### config.mk
export PLATFORM = sky130hd
export DESIGN_NAME = dcrt_rx_time_core
export DESIGN_NICKNAME = d
export VERILOG_FILES = /design/src/shared/dcrt_pkg.sv /design/src/core/dcrt_rx_time_core.sv /design/src/core/dcrt_local_time.sv /design/src/core/dcrt_stamp.sv
export SDC_FILE = /design/constraint.sdc
export NUM_CORES = 2
export LEC_CHECK = 0
export BUFFER_PORTS_ARGS = -buffer_cell sky130_fd_sc_hd__buf_2
export CAP_MARGIN = 15
export CORE_UTILIZATION = 47
export CTS_CLUSTER_DIAMETER = 60
export CTS_CLUSTER_SIZE = 25
export DETAILED_ROUTE_END_ITERATION = 7
export SYNTH_ARGS = -nofsm -noshare
export SYNTH_HDL_FRONTEND = slang
export SYNTH_SLANG_ARGS = --single-unit
### constraint.sdc
create_clock -name REF_CLK -period 7.1 [get_ports REF_CLK]
set_clock_uncertainty 0.05 [all_clocks]
set_input_delay 1.42 -clock REF_CLK [delete_from_list [all_inputs] [get_ports REF_CLK]]
set_output_delay 1.42 -clock REF_CLK [all_outputs]
set_load 0.01 [all_outputs]
### src/shared/dcrt_pkg.sv
package dcrt_pkg;

	// ************************************************************
	// Register byte addresses
	// ************************************************************
	localparam logic [15:0] RX_TIME_PORT_ZERO_ADDR = 16'h0900;
	localparam logic [15:0] RX_TIME_PORT_ONE_ADDR = 16'h0904;
	localparam logic [15:0] SYSTEM_TIME_VALUE_ADDR = 16'h0910;
	localparam logic [15:0] RX_TIME_PROCESSING_UNIT_ADDR = 16'h0918;
	localparam logic [15:0] SYSTEM_TIME_LAST_CMP_ADDR = 16'h0913;
	localparam logic [15:0] DC_WINDOW_END_ADDR = 16'h091F;

	// ************************************************************
	// Field layout and reset values
	// ************************************************************
	localparam int PREAMBLE_PORT_ZERO_BIT = 0;
	localparam int PREAMBLE_PORT_ONE_BIT = 1;
	localparam int PREAMBLE_PROC_UNIT_BIT = 2;
	localparam int CMP_WIDTH = 32;
	localparam int DC_WIDTH_NARROW = 32;
	localparam int DC_WIDTH_WIDE = 64;
	localparam logic [63:0] TIME_RESET = 64'h0000_0000_0000_0000;
	localparam logic [7:0] RDATA_RESET = 8'h00;

	// One byte-wide register access, used for both the fieldbus and host sides.
	typedef struct packed {
		logic wr;
		logic rd;
		logic [15:0] addr;
		logic [7:0] wdata;
	} dcrt_acc_s;

	// Pick one byte out of a 64-bit word.
	function automatic logic [7:0] dcrt_byte(input logic [63:0] word, input logic [2:0] idx);
		dcrt_byte = word[{idx, 3'h0} +: 8];
	endfunction

endpackage

### src/core/dcrt_rx_time_core.sv
// Overview of operation
// A broadcast_write or configured_address_write to the port-0 receive-time register captures each port's preamble-start local time.
// Reading the port-0 receive-time register returns the capture from the latest frame that carried that trigger write.
// New timestamps become readable only after the triggering frame has ended, never inside it.
// The port-1 receive-time register holds port 1's preamble-start time of the triggering frame.
// Timestamps are 32 or 64 bits wide according to the distributed-clock width chosen.
// A fieldbus read of system time returns the copy plus propagation delay latched at start of frame.
// A host read of the lowest system-time byte snapshots all 64 bits so later bytes stay consistent.
// A fieldbus write reaching the lowest system-time byte is compared at frame end with the start-of-frame copy.
// A host write covering the fourth system-time byte is compared at access end with the latch_input_zero rising-edge time.
// System-time writes come from the fieldbus only, unless host-controlled system time is selected.
// The processing-unit receive-time register holds a 64-bit preamble-start time of the triggering frame.
// With port 0 open the processing-unit receive time equals the port-0 stamp as a 64-bit value.
// The system time copy is the free-running local time plus the 64-bit offset.
// The local time counter runs from reset and advances on every clock with CE high, feeding all timestamps.
// Host writes to the receive-time registers have no effect.
module dcrt_rx_time_core #(
	parameter int DC_WIDTH = 64
) (
	input wire logic REF_CLK,
	input wire logic RST,
	input wire logic CE,
	input wire dcrt_pkg::dcrt_acc_s FB_ACC,
	input wire logic FB_CMD_BCAST_WR,
	input wire logic FB_CMD_CFG_WR,
	input wire logic [2:0] PREAMBLE_START,
	input wire logic FB_SOF,
	input wire logic FB_EOF,
	input wire logic PORT0_OPEN,
	input wire dcrt_pkg::dcrt_acc_s HS_ACC,
	input wire logic HS_ACC_END,
	input wire logic HS_SYSTIME_CTRL,
	input wire logic [63:0] SYS_TIME_OFFSET,
	input wire logic [31:0] SYS_TIME_DELAY,
	input wire logic [63:0] LATCH_INPUT_ZERO_POS_TIME,
	output logic [7:0] FB_RDATA,
	output logic FB_RVALID,
	output logic [7:0] HS_RDATA,
	output logic HS_RVALID,
	output logic [31:0] LOOP_DIFF,
	output logic LOOP_VALID,
	output logic LOOP_FROM_HOST
);
	import dcrt_pkg::*;

	// ************************************************************
	// Elaboration check
	// ************************************************************
	if (DC_WIDTH != DC_WIDTH_NARROW && DC_WIDTH != DC_WIDTH_WIDE) begin : g_width_chk
		$error("DC_WIDTH must be 32 or 64");
	end

	// ************************************************************
	// Time base and receive stamps
	// ************************************************************
	logic [63:0] local_time;
	logic [63:0] sys_time;
	logic [63:0] stamp_p0;
	logic [63:0] stamp_p1;
	logic [63:0] stamp_pu;
	logic trig_ff;
	logic trig_now;
	logic commit;
	logic pu_capture;

	dcrt_local_time #(
		.DC_WIDTH(DC_WIDTH)
	) u_time (
		.clk(REF_CLK),
		.rst(RST),
		.ce(CE),
		.offset(SYS_TIME_OFFSET),
		.local_time(local_time),
		.sys_time(sys_time)
	);

	// Only the first register byte with one of the two write commands arms it.
	assign trig_now = FB_ACC.wr && FB_ACC.addr == RX_TIME_PORT_ZERO_ADDR &&
		(FB_CMD_BCAST_WR || FB_CMD_CFG_WR);
	// A trigger in the end-of-frame cycle itself still commits.
	assign commit = FB_EOF && (trig_ff || trig_now);
	// Port 0 open means the processing unit sees the port-0 preamble.
	assign pu_capture = PORT0_OPEN ? PREAMBLE_START[PREAMBLE_PORT_ZERO_BIT] :
		PREAMBLE_START[PREAMBLE_PROC_UNIT_BIT];

	always_ff @(posedge REF_CLK) begin
		if (RST) begin
			trig_ff <= 1'b0;
		end else if (CE) begin
			if (FB_EOF) begin
				trig_ff <= 1'b0;
			end else if (trig_now) begin
				trig_ff <= 1'b1;
			end
		end
	end

	dcrt_stamp u_stamp_p0 (
		.clk(REF_CLK),
		.rst(RST),
		.ce(CE),
		.capture(PREAMBLE_START[PREAMBLE_PORT_ZERO_BIT]),
		.commit(commit),
		.now(local_time),
		.stamp(stamp_p0)
	);

	dcrt_stamp u_stamp_p1 (
		.clk(REF_CLK),
		.rst(RST),
		.ce(CE),
		.capture(PREAMBLE_START[PREAMBLE_PORT_ONE_BIT]),
		.commit(commit),
		.now(local_time),
		.stamp(stamp_p1)
	);

	dcrt_stamp u_stamp_pu (
		.clk(REF_CLK),
		.rst(RST),
		.ce(CE),
		.capture(pu_capture),
		.commit(commit),
		.now(local_time),
		.stamp(stamp_pu)
	);

	// ************************************************************
	// Start-of-frame system time latch and host snapshot
	// ************************************************************
	logic [63:0] sof_ff;
	logic [63:0] snap_ff;
	logic hs_snap_rd;

	always_ff @(posedge REF_CLK) begin
		if (RST) begin
			sof_ff <= TIME_RESET;
		end else if (CE && FB_SOF) begin
			sof_ff <= sys_time + 64'(SYS_TIME_DELAY);
		end
	end

	assign hs_snap_rd = HS_ACC.rd && HS_ACC.addr == SYSTEM_TIME_VALUE_ADDR;

	always_ff @(posedge REF_CLK) begin
		if (RST) begin
			snap_ff <= TIME_RESET;
		end else if (CE && hs_snap_rd) begin
			snap_ff <= sys_time;
		end
	end

	// ************************************************************
	// Read decode
	// ************************************************************
	// The 32-bit port registers only show the low word of the stamp; in the
	// 32-bit build the upper bytes of the 64-bit registers read as zero, save a delay carry into bit 32 of the fieldbus system time.
	function automatic logic [7:0] rd_byte(input logic [15:0] addr, input logic [63:0] st);
		logic [7:0] res;
		res = RDATA_RESET;
		if (addr >= RX_TIME_PORT_ZERO_ADDR && addr < RX_TIME_PORT_ONE_ADDR) begin
			res = dcrt_byte({32'h0000_0000, stamp_p0[31:0]}, addr[2:0]);
		end else if (addr >= RX_TIME_PORT_ONE_ADDR && addr < RX_TIME_PORT_ONE_ADDR + 16'h0004) begin
			res = dcrt_byte({32'h0000_0000, stamp_p1[31:0]}, 3'(addr[1:0]));
		end else if (addr >= SYSTEM_TIME_VALUE_ADDR && addr < RX_TIME_PROCESSING_UNIT_ADDR) begin
			res = dcrt_byte(st, addr[2:0]);
		end else if (addr >= RX_TIME_PROCESSING_UNIT_ADDR && addr <= DC_WINDOW_END_ADDR) begin
			res = dcrt_byte(stamp_pu, addr[2:0]);
		end
		return res;
	endfunction

	always_ff @(posedge REF_CLK) begin
		if (RST) begin
			FB_RDATA <= RDATA_RESET;
			FB_RVALID <= 1'b0;
		end else if (CE) begin
			FB_RVALID <= FB_ACC.rd;
			if (FB_ACC.rd) begin
				FB_RDATA <= rd_byte(FB_ACC.addr, sof_ff);
			end
		end
	end

	always_ff @(posedge REF_CLK) begin
		if (RST) begin
			HS_RDATA <= RDATA_RESET;
			HS_RVALID <= 1'b0;
		end else if (CE) begin
			HS_RVALID <= HS_ACC.rd;
			if (HS_ACC.rd) begin
				// The lowest byte comes from the live copy that is snapshotted.
				HS_RDATA <= rd_byte(HS_ACC.addr, hs_snap_rd ? sys_time : snap_ff);
			end
		end
	end

	// ************************************************************
	// System time writes into the time control loop
	// ************************************************************
	logic fb_st_wr;
	logic hs_st_wr;
	logic [31:0] fb_wbuf_ff;
	logic [31:0] hs_wbuf_ff;
	logic [31:0] nxt_fb_wbuf;
	logic [31:0] nxt_hs_wbuf;
	logic fb_low_ff;
	logic hs_high_ff;
	logic fb_cmp;
	logic hs_cmp;
	logic hs_pend_ff;
	logic [31:0] hs_diff_ff;

	// Writes to the receive-time registers from the host side are simply not
	// decoded, so they never disturb a stamp.

	assign fb_st_wr = FB_ACC.wr && !HS_SYSTIME_CTRL && FB_ACC.addr >= SYSTEM_TIME_VALUE_ADDR &&
		FB_ACC.addr <= SYSTEM_TIME_LAST_CMP_ADDR;
	assign hs_st_wr = HS_ACC.wr && HS_SYSTIME_CTRL && HS_ACC.addr >= SYSTEM_TIME_VALUE_ADDR &&
		HS_ACC.addr <= SYSTEM_TIME_LAST_CMP_ADDR;

	always_comb begin
		nxt_fb_wbuf = fb_wbuf_ff;
		nxt_hs_wbuf = hs_wbuf_ff;
		if (fb_st_wr) begin
			nxt_fb_wbuf[{FB_ACC.addr[1:0], 3'h0} +: 8] = FB_ACC.wdata;
		end
		if (hs_st_wr) begin
			nxt_hs_wbuf[{HS_ACC.addr[1:0], 3'h0} +: 8] = HS_ACC.wdata;
		end
	end

	assign fb_cmp = FB_EOF && (fb_low_ff ||
		(fb_st_wr && FB_ACC.addr == SYSTEM_TIME_VALUE_ADDR));
	assign hs_cmp = HS_ACC_END && (hs_high_ff ||
		(hs_st_wr && HS_ACC.addr == SYSTEM_TIME_LAST_CMP_ADDR));

	always_ff @(posedge REF_CLK) begin
		if (RST) begin
			fb_wbuf_ff <= TIME_RESET[31:0];
			hs_wbuf_ff <= TIME_RESET[31:0];
		end else if (CE) begin
			fb_wbuf_ff <= nxt_fb_wbuf;
			hs_wbuf_ff <= nxt_hs_wbuf;
		end
	end

	always_ff @(posedge REF_CLK) begin
		if (RST) begin
			fb_low_ff <= 1'b0;
			hs_high_ff <= 1'b0;
		end else if (CE) begin
			if (FB_EOF) begin
				fb_low_ff <= 1'b0;
			end else if (fb_st_wr && FB_ACC.addr == SYSTEM_TIME_VALUE_ADDR) begin
				fb_low_ff <= 1'b1;
			end
			if (HS_ACC_END) begin
				hs_high_ff <= 1'b0;
			end else if (hs_st_wr && HS_ACC.addr == SYSTEM_TIME_LAST_CMP_ADDR) begin
				hs_high_ff <= 1'b1;
			end
		end
	end

	// A host result that meets a fieldbus result waits one slot instead of
	// being dropped; the loop sees the fieldbus one first.
	always_ff @(posedge REF_CLK) begin
		if (RST) begin
			hs_pend_ff <= 1'b0;
			hs_diff_ff <= TIME_RESET[31:0];
		end else if (CE) begin
			if (hs_cmp) begin
				hs_pend_ff <= 1'b1;
				hs_diff_ff <= nxt_hs_wbuf - LATCH_INPUT_ZERO_POS_TIME[CMP_WIDTH-1:0];
			end else if (!fb_cmp) begin
				hs_pend_ff <= 1'b0;
			end
		end
	end

	always_ff @(posedge REF_CLK) begin
		if (RST) begin
			LOOP_DIFF <= TIME_RESET[31:0];
			LOOP_VALID <= 1'b0;
			LOOP_FROM_HOST <= 1'b0;
		end else if (CE) begin
			LOOP_VALID <= fb_cmp || hs_pend_ff;
			if (fb_cmp) begin
				LOOP_DIFF <= nxt_fb_wbuf - sof_ff[CMP_WIDTH-1:0];
				LOOP_FROM_HOST <= 1'b0;
			end else if (hs_pend_ff) begin
				LOOP_DIFF <= hs_diff_ff;
				LOOP_FROM_HOST <= 1'b1;
			end
		end
	end

	// Stamp widths follow DC_WIDTH through the local time counter.


endmodule

### src/core/dcrt_local_time.sv
module dcrt_local_time #(
	parameter int DC_WIDTH = 64
) (
	input wire logic clk,
	input wire logic rst,
	input wire logic ce,
	input wire logic [63:0] offset,
	output logic [63:0] local_time,
	output logic [63:0] sys_time
);
	import dcrt_pkg::*;

	logic [DC_WIDTH-1:0] local_ff;
	logic [DC_WIDTH-1:0] sys_ff;

	// ************************************************************
	// Free-running local time and system time copy
	// ************************************************************
	always_ff @(posedge clk) begin
		if (rst) begin
			local_ff <= TIME_RESET[DC_WIDTH-1:0];
		end else if (ce) begin
			local_ff <= local_ff + DC_WIDTH'(1);
		end
	end

	always_ff @(posedge clk) begin
		if (rst) begin
			sys_ff <= TIME_RESET[DC_WIDTH-1:0];
		end else if (ce) begin
			sys_ff <= local_ff + offset[DC_WIDTH-1:0];
		end
	end

	assign local_time = 64'(local_ff);
	assign sys_time = 64'(sys_ff);

endmodule

### src/core/dcrt_stamp.sv
module dcrt_stamp (
	input wire logic clk,
	input wire logic rst,
	input wire logic ce,
	input wire logic capture,
	input wire logic commit,
	input wire logic [63:0] now,
	output logic [63:0] stamp
);
	import dcrt_pkg::*;

	logic [63:0] pend_ff;
	logic [63:0] stamp_ff;
	logic [63:0] nxt_pend;

	// ************************************************************
	// Preamble capture, published only at frame end
	// ************************************************************
	// Every preamble is caught, but the value only becomes visible when the
	// frame turns out to carry the trigger write; other frames leave it alone.
	assign nxt_pend = capture ? now : pend_ff;

	always_ff @(posedge clk) begin
		if (rst) begin
			pend_ff <= TIME_RESET;
		end else if (ce) begin
			pend_ff <= nxt_pend;
		end
	end

	always_ff @(posedge clk) begin
		if (rst) begin
			stamp_ff <= TIME_RESET;
		end else if (ce && commit) begin
			stamp_ff <= nxt_pend;
		end
	end

	assign stamp = stamp_ff;

endmodule

---- Word level (Yosys, flattened, before mapping) ----
Index checks and enable logic that the tools add are counted.
storage, ports and cells
  flip-flop bits (word level) ............. 728
  bits of input ports ..................... 225
  output and inout port bits .............. 52
  logic and storage cells ................. 138
operators by class
  $add $sub $neg .......................... 7
  $lt $le $gt $ge ......................... 18
  equality and inequality tests ........... 5
  shift operators ......................... 12
  mux-type cells .......................... 29
  reductions and logical operators ........ 43
operator list
  cell                    count
  $shiftx 64x7->8         6
  $mux 64                 4
  $ge 16x12->1 const B    8
  $mux 32                 4
  $shiftx 64x6->8         2
  $lt 16x12->1 const B    6
  $add 64x1->64 const B   1
  $add 64x32->64          1
  $add 64x64->64          1
  $bwmux 32               2
  $eq 16x12->1 const B    4
  $le 16x12->1 const B    4
  $mux 8                  8
  $shift 8x7->32 const A  2
  $shiftx 8x7->32         2
  $sub 32x32->32          2
  $logic_and 1x1->1       25
  $reduce_and 2->1        8
  $neg 5->7               2
  $mux 1                  11
  $reduce_bool 2->1       4
  $logic_or 1x1->1        5
  $ne 2x1->1 const B      1
  $logic_not 1->1         1

---- Logic depth before layout (Yosys ltp) ----
  depth in word-level cells ............... 9
  gate-level depth with buffers ........... 22
  depth with buffers taken out ............ 20

---- Modules after synthesis ----
Synthesis repeated with hierarchy kept, for this count alone.
unflattened totals
  cells, all modules ...................... 5473
  area total of the unflattened synthesis .. 46374.5 um^2
modules (own cells, without submodules)
  module             times used  cells each  area each (um^2)  seq. area each (um^2)
  dcrt_rx_time_core  1           2587        20434.6           5605.4
  dcrt_stamp         3           583         5630.4            2562.5
  dcrt_local_time    1           1137        9048.7            2562.5

---- Worst setup path after synthesis ----
No wires, ideal clock.
  path type ............................... input port to flip-flop
  from .................................... input FB_ACC[9] in the netlist's numbering
  to ...................................... register LOOP_DIFF[30]
  setup time .............................. 79 ps
  data arrival time ....................... 5689 ps
  data required time ...................... 6971 ps
  path slack .............................. 1282 ps
  cell stages on the path ................. 19
  path buffers ............................ 1
  cell sequence ........................... clkbuf_1 > clkinv_1 > ha_1 > nor3b_1 > nand2_1 > nor2_1 > a21oi_1 > ha_1 > fa_1 > nor2b_1 > o21a_1 > o21ai_0 > a211oi_1 > nor2_1 > o21ai_0 > a41o_1 > o41ai_1 > or4_1 > o211ai_1
between the ends
  longest elaborated chain between the ends .. 8
  elaborated cells between the ends (all ways) .. 17
  classes of those cells .................. add/sub (2); order compare (2); eq/ne (1); shift (2); mux (3); reduce/logical (7)
ends and longest elaborated chain
  element                                                 line                      RTL
  from (decl)                                             dcrt_rx_time_core.sv:23   input wire dcrt_pkg::dcrt_acc_s FB_ACC,
  branches (longest 8 deep; another with $sub 32x32->32)  -
  to (signal assigned)                                    dcrt_rx_time_core.sv:284  LOOP_DIFF <= TIME_RESET[31:0];
  to (signal assigned)                                    dcrt_rx_time_core.sv:290  LOOP_DIFF <= nxt_fb_wbuf - sof_ff[CMP_WIDTH-1:0];
  to (signal assigned)                                    dcrt_rx_time_core.sv:293  LOOP_DIFF <= hs_diff_ff;
  to (decl)                                               dcrt_rx_time_core.sv:40   output logic [31:0] LOOP_DIFF,
Several ways; the timed one is not identified.
A chain may end at the register's enable or synchronous reset.

---- Worst setup path in the final report ----
  from .................................... input FB_ACC[22] in the netlist's numbering
  to ...................................... register LOOP_DIFF[30]
between the ends
  longest elaborated chain between the ends .. 8
  elaborated cells between the ends (all ways) .. 13
  classes of those cells .................. add/sub (1); order compare (2); eq/ne (1); mux (2); reduce/logical (7)
ends and longest elaborated chain
  element
  branches (longest 8 deep; another with $sub 32x32->32)
Several ways; the timed one is not identified.

==> results.py <==
metrics = {
    "outcome": {
        "status": "completed",
    },
    "timing": {
        "period_share": 0.795,
        "tightestPinTransition_ns": 1.24,
        "max_freq_mhz": 177,
        "period_minus_slack_ns": 5.65,
        "setup_slack_ns": 1.45,
        "rsz0062_at_grt": "no",
        "setup_viol": 0,
        "timing.hold.ws_ns": 0.399,
        "slew_violations": 0,
        "tns_ns": 0,
        "hold_viol_final": 0,
        "slew_headroom": 0.163,
    },
    "setup_path": {
        "ff2ff_setup_slack_ns": 2.64,
        "crit_chain": "buf_2 > nor4_2 > and3b_1 > and4_1 > nand2_1 > nor2_1 > a21oi_1 > ha_1 > fa_1 > nor2b_1 > o21a_1 > o21ai_0 > a211oi_1 > nor2_1 > o21ai_0 > a41o_1 > o41ai_1 > or4_1 > o211ai_1",
        "required_ns": 7.60,
        "path_buf_inv": 1,
        "path_class": "primary input to register",
        "r2r_cells": 13,
        "setup.worst_path.start_class": "primary input",
        "r2r-start": "u_time.local_time[0]$_SDFFE_PP0P_",
        "slowest_delay_ns": 0.45,
        "r2r_end": "u_time.sys_time[26]$_SDFFE_PP0P_",
        "slowest_stage": "nor4_2",
        "path_max_fanout": 16,
        "end_kind": "register",
        "crit_family": "simple AND/OR/NAND/NOR gates",
        "worstPathArrival_ns": 6.15,
    },
    "yosys": {
        "synthCells": 4797,
        "synth.ff_latch_count": 664,
        "synth_simple_gate_area_share": 0.201,
        "synth_compound_area_frac": 0.194,
        "synth_xor_area_frac": 0.0416,
        "ys_types": 100,
        "syn_avg_cell_area_um2": 8.11,
        "synthMuxAreaShare": 0.117,
        "yosys_warnings": 0,
        "synth-main-ff-cell": "dfxtp_1",
        "seq_area_frac_synth": 0.342,
        "synth_nets": 5194,
        "synth-edff-count": 0,
        "synth_top_family_by_area": "simple AND/OR/NAND/NOR gates",
        "syn-cell-area_um2": 38900,
        "yosys.area_share.adder": 0.0561,
        "async_reset_ff_frac": 0,
    },
    "clock_network": {
        "clock_latency_ns": 0.63,
        "cts-root-buf": "clkbuf_16",
        "ctsResizeCount": 0,
        "cts_hold_buf": 0,
        "clk_pin_slew_ns": 0.08,
        "cts_setup_buffers": 0,
        "numCtsBuffers": 68,
        "cts_tree": "built",
        "clkSinkCount": 664,
        "cts_buffer_depth": 3,
        "htreeDepth": 3,
    },
    "detailed_routing": {
        "wl_per_cell_um": 22.6,
        "remaining_drc_errors": 0,
        "drt_iter0_drc": 3101,
        "drt_first_pass_iters": 8,
        "via_per_inst": 5.97,
        "ant_nets": 0,
        "wl_um": 134000,
        "vias": 35500,
    },
    "cells_and_area": {
        "diodes": 0,
        "final_common_cell": "nand2_1",
        "area_growth_pct": 10.7,
        "nets": 5225,
        "final_cell_mix": "nand2_1, dfxtp_1, a21oi_1, nor2_1, buf_2",
        "layout-drive-gt1-share": 0.127,
        "fin_cells": 5950,
    },
    "worst_hold_path": {
        "min_from": "snap_ff[46]$_SDFFE_PP0P_",
        "min_path_cells": 2,
        "hold_class": "register to register",
        "worstHoldEndpoint": "snap_ff[46]$_SDFFE_PP0P_",
    },
    "power_and_ir_drop": {
        "p_leak_nw": 16.4,
        "p_switching_mw": 2.52,
        "p_total_mw": 8.81,
        "power_density_nw_per_um2": 205,
        "internal-power_mw": 6.30,
        "vdd_ir_drop_max_mv": 0.170,
        "p_clk_frac": 0.447,
        "seq_power_share": 0.438,
        "swShare": 0.285,
        "comb_power_share": 0.115,
    },
    "die": {
        "core_area_um2": 82000,
        "die_height_um": 290,
        "rows": 105,
        "die_x_um": 290,
        "die-area_um2": 84000,
        "start_util": 0.475,
        "io_pins": 277,
    },
    "global_routing": {
        "grt_max_degree": 204,
        "grt_remaining_overflow": 0,
        "grt_first_pass_wirelength_um": 200000,
        "first_global_vias": 32300,
        "track_usage": 0.312,
        "grt_antenna_before_repair": 3,
    },
    "placed_design": {
        "gp_congestion": 0.947,
        "io_buffers": 244,
        "dp_cells": 5828,
        "dp_hpwl_um": 97700,
        "post-place-ws_ns": 0.843,
    },
    "job": {
        "maxCapViolations": 0,
    },
}
==> synthesized netlist by cell type, drive strengths merged (21+ instances only) <==
| library cell | number | share of area |
|---|---|---|
| nor2b | 21 | 0.0034 |
| mux4 | 112 | 0.065 |
| nor3 | 62 | 0.0080 |
| and3 | 37 | 0.0065 |
| o211ai | 38 | 0.0073 |
| a211oi | 175 | 0.034 |
| a21oi | 541 | 0.070 |
| a21o | 73 | 0.014 |
| nand3 | 98 | 0.013 |
| inv | 118 | 0.011 |
| mux2i | 191 | 0.049 |
| buf | 94 | 0.011 |
| dfxtp | 664 | 0.34 |
| or3 | 29 | 0.0049 |
| o21ai | 198 | 0.025 |
| nand4 | 71 | 0.012 |
| ha | 168 | 0.054 |
| nor2 | 405 | 0.039 |
| xnor2 | 88 | 0.020 |
| nand2 | 913 | 0.088 |
| xor2 | 97 | 0.022 |
| clkbuf | 247 | 0.025 |
| a31oi | 28 | 0.0045 |
==> power by group through the flow <==
stage | Clock (mW) | Combinational [mW] | Sequential [mW]
CTS | 3.99 | 1.00 | 3.86
detailed placement | 0 | 0.999 | 3.94
global route | 4.14 | 1.09 | 3.86
finish | 3.94 | 1.01 | 3.86
floorplan | 0 | 0.672 | 3.90
global placement | 0 | 1.00 | 3.94
==> worst max-delay path by stage <==
stage	cells after the start	slack, ns	startpoint	endpoint
after global placement	19	0.88	FB_ACC[22]	LOOP_DIFF[30]$_SDFFE_PP0P_
after CTS	19	1.48	FB_ACC[22]	LOOP_DIFF[30]$_SDFFE_PP0P_
after global routing	19	1.05	FB_ACC[22]	LOOP_DIFF[30]$_SDFFE_PP0P_
final	19	1.45	FB_ACC[22]	LOOP_DIFF[30]$_SDFFE_PP0P_
after floorplan	19	1.28	FB_ACC[9]	LOOP_DIFF[30]$_SDFFE_PP0P_
after detailed placement	19	0.84	FB_ACC[22]	LOOP_DIFF[30]$_SDFFE_PP0P_
==> per-stage QoR <==
stage	utilization	cell area [µm²]
after floorplan	-	38900
after global placement	0.496	40600
after detailed placement	0.496	40600
after CTS	0.525	43100
after global routing	0.525	43100
final	0.525	43100
==> layer usage <==
metal  part of all wire  wire length [µm]  up-vias  global-route usage
li1                   -                 -    17200                   -
met1               0.44             58500    17000               0.423
met2               0.46             62400     1144               0.513
met3              0.063              8400      190              0.0370
met4              0.037              5030        4               0.111
met5            0.00017                23        -                   0
==> worst reg2reg max path: stages (launching register included) <==
cell	delay [ns]
dfxtp_1	0.70
ha_1	0.31
inv_1	0.06
fa_1	0.39
nor2b_1	0.23
o2111a_1	0.26
o21ai_0	0.14
o31ai_1	0.63
a21oi_1	0.22
o21ai_0	0.49
a31oi_1	0.23
xnor2_1	0.44
mux2i_1	0.14
nor2_1	0.11
==> area by class of cell <==
type	count	area [µm²]
multi-input cells	3667	23800
fillers	7894	38900
repair buffers	306	1780
well taps	1070	1340
clock inverters	42	539
flip-flops and latches	664	13300
inverters	121	455
clock buffers	80	1910
==> flip-flops by register name, summed over array words and instances (netlist names), 8 cells and up <==
name / cells
u_time.sys_time: 64
u_stamp_p0.pend_ff: 32
hs_diff_ff: 32
FB_RDATA: 8
LOOP_DIFF: 32
u_stamp_p1.stamp: 32
u_stamp_p0.stamp: 32
u_time.local_time: 64
u_stamp_p1.pend_ff: 32
sof_ff: 64
u_stamp_pu.pend_ff: 64
snap_ff: 64
u_stamp_pu.stamp: 64
hs_wbuf_ff: 32
fb_wbuf_ff: 32
HS_RDATA: 8
==> cells by family (layout without fill, tap and decap cells) <==
logic type / after synthesis / count (layout)
xor+xnor: 185 / 185
compound gates: 1231 / 1231
fa+ha+maj: 172 / 172
mux: 313 / 313
flops: 664 / 664
buf+inv: 466 / 549
simple gates: 1766 / 1766
(Power assumes the default switching activity.)
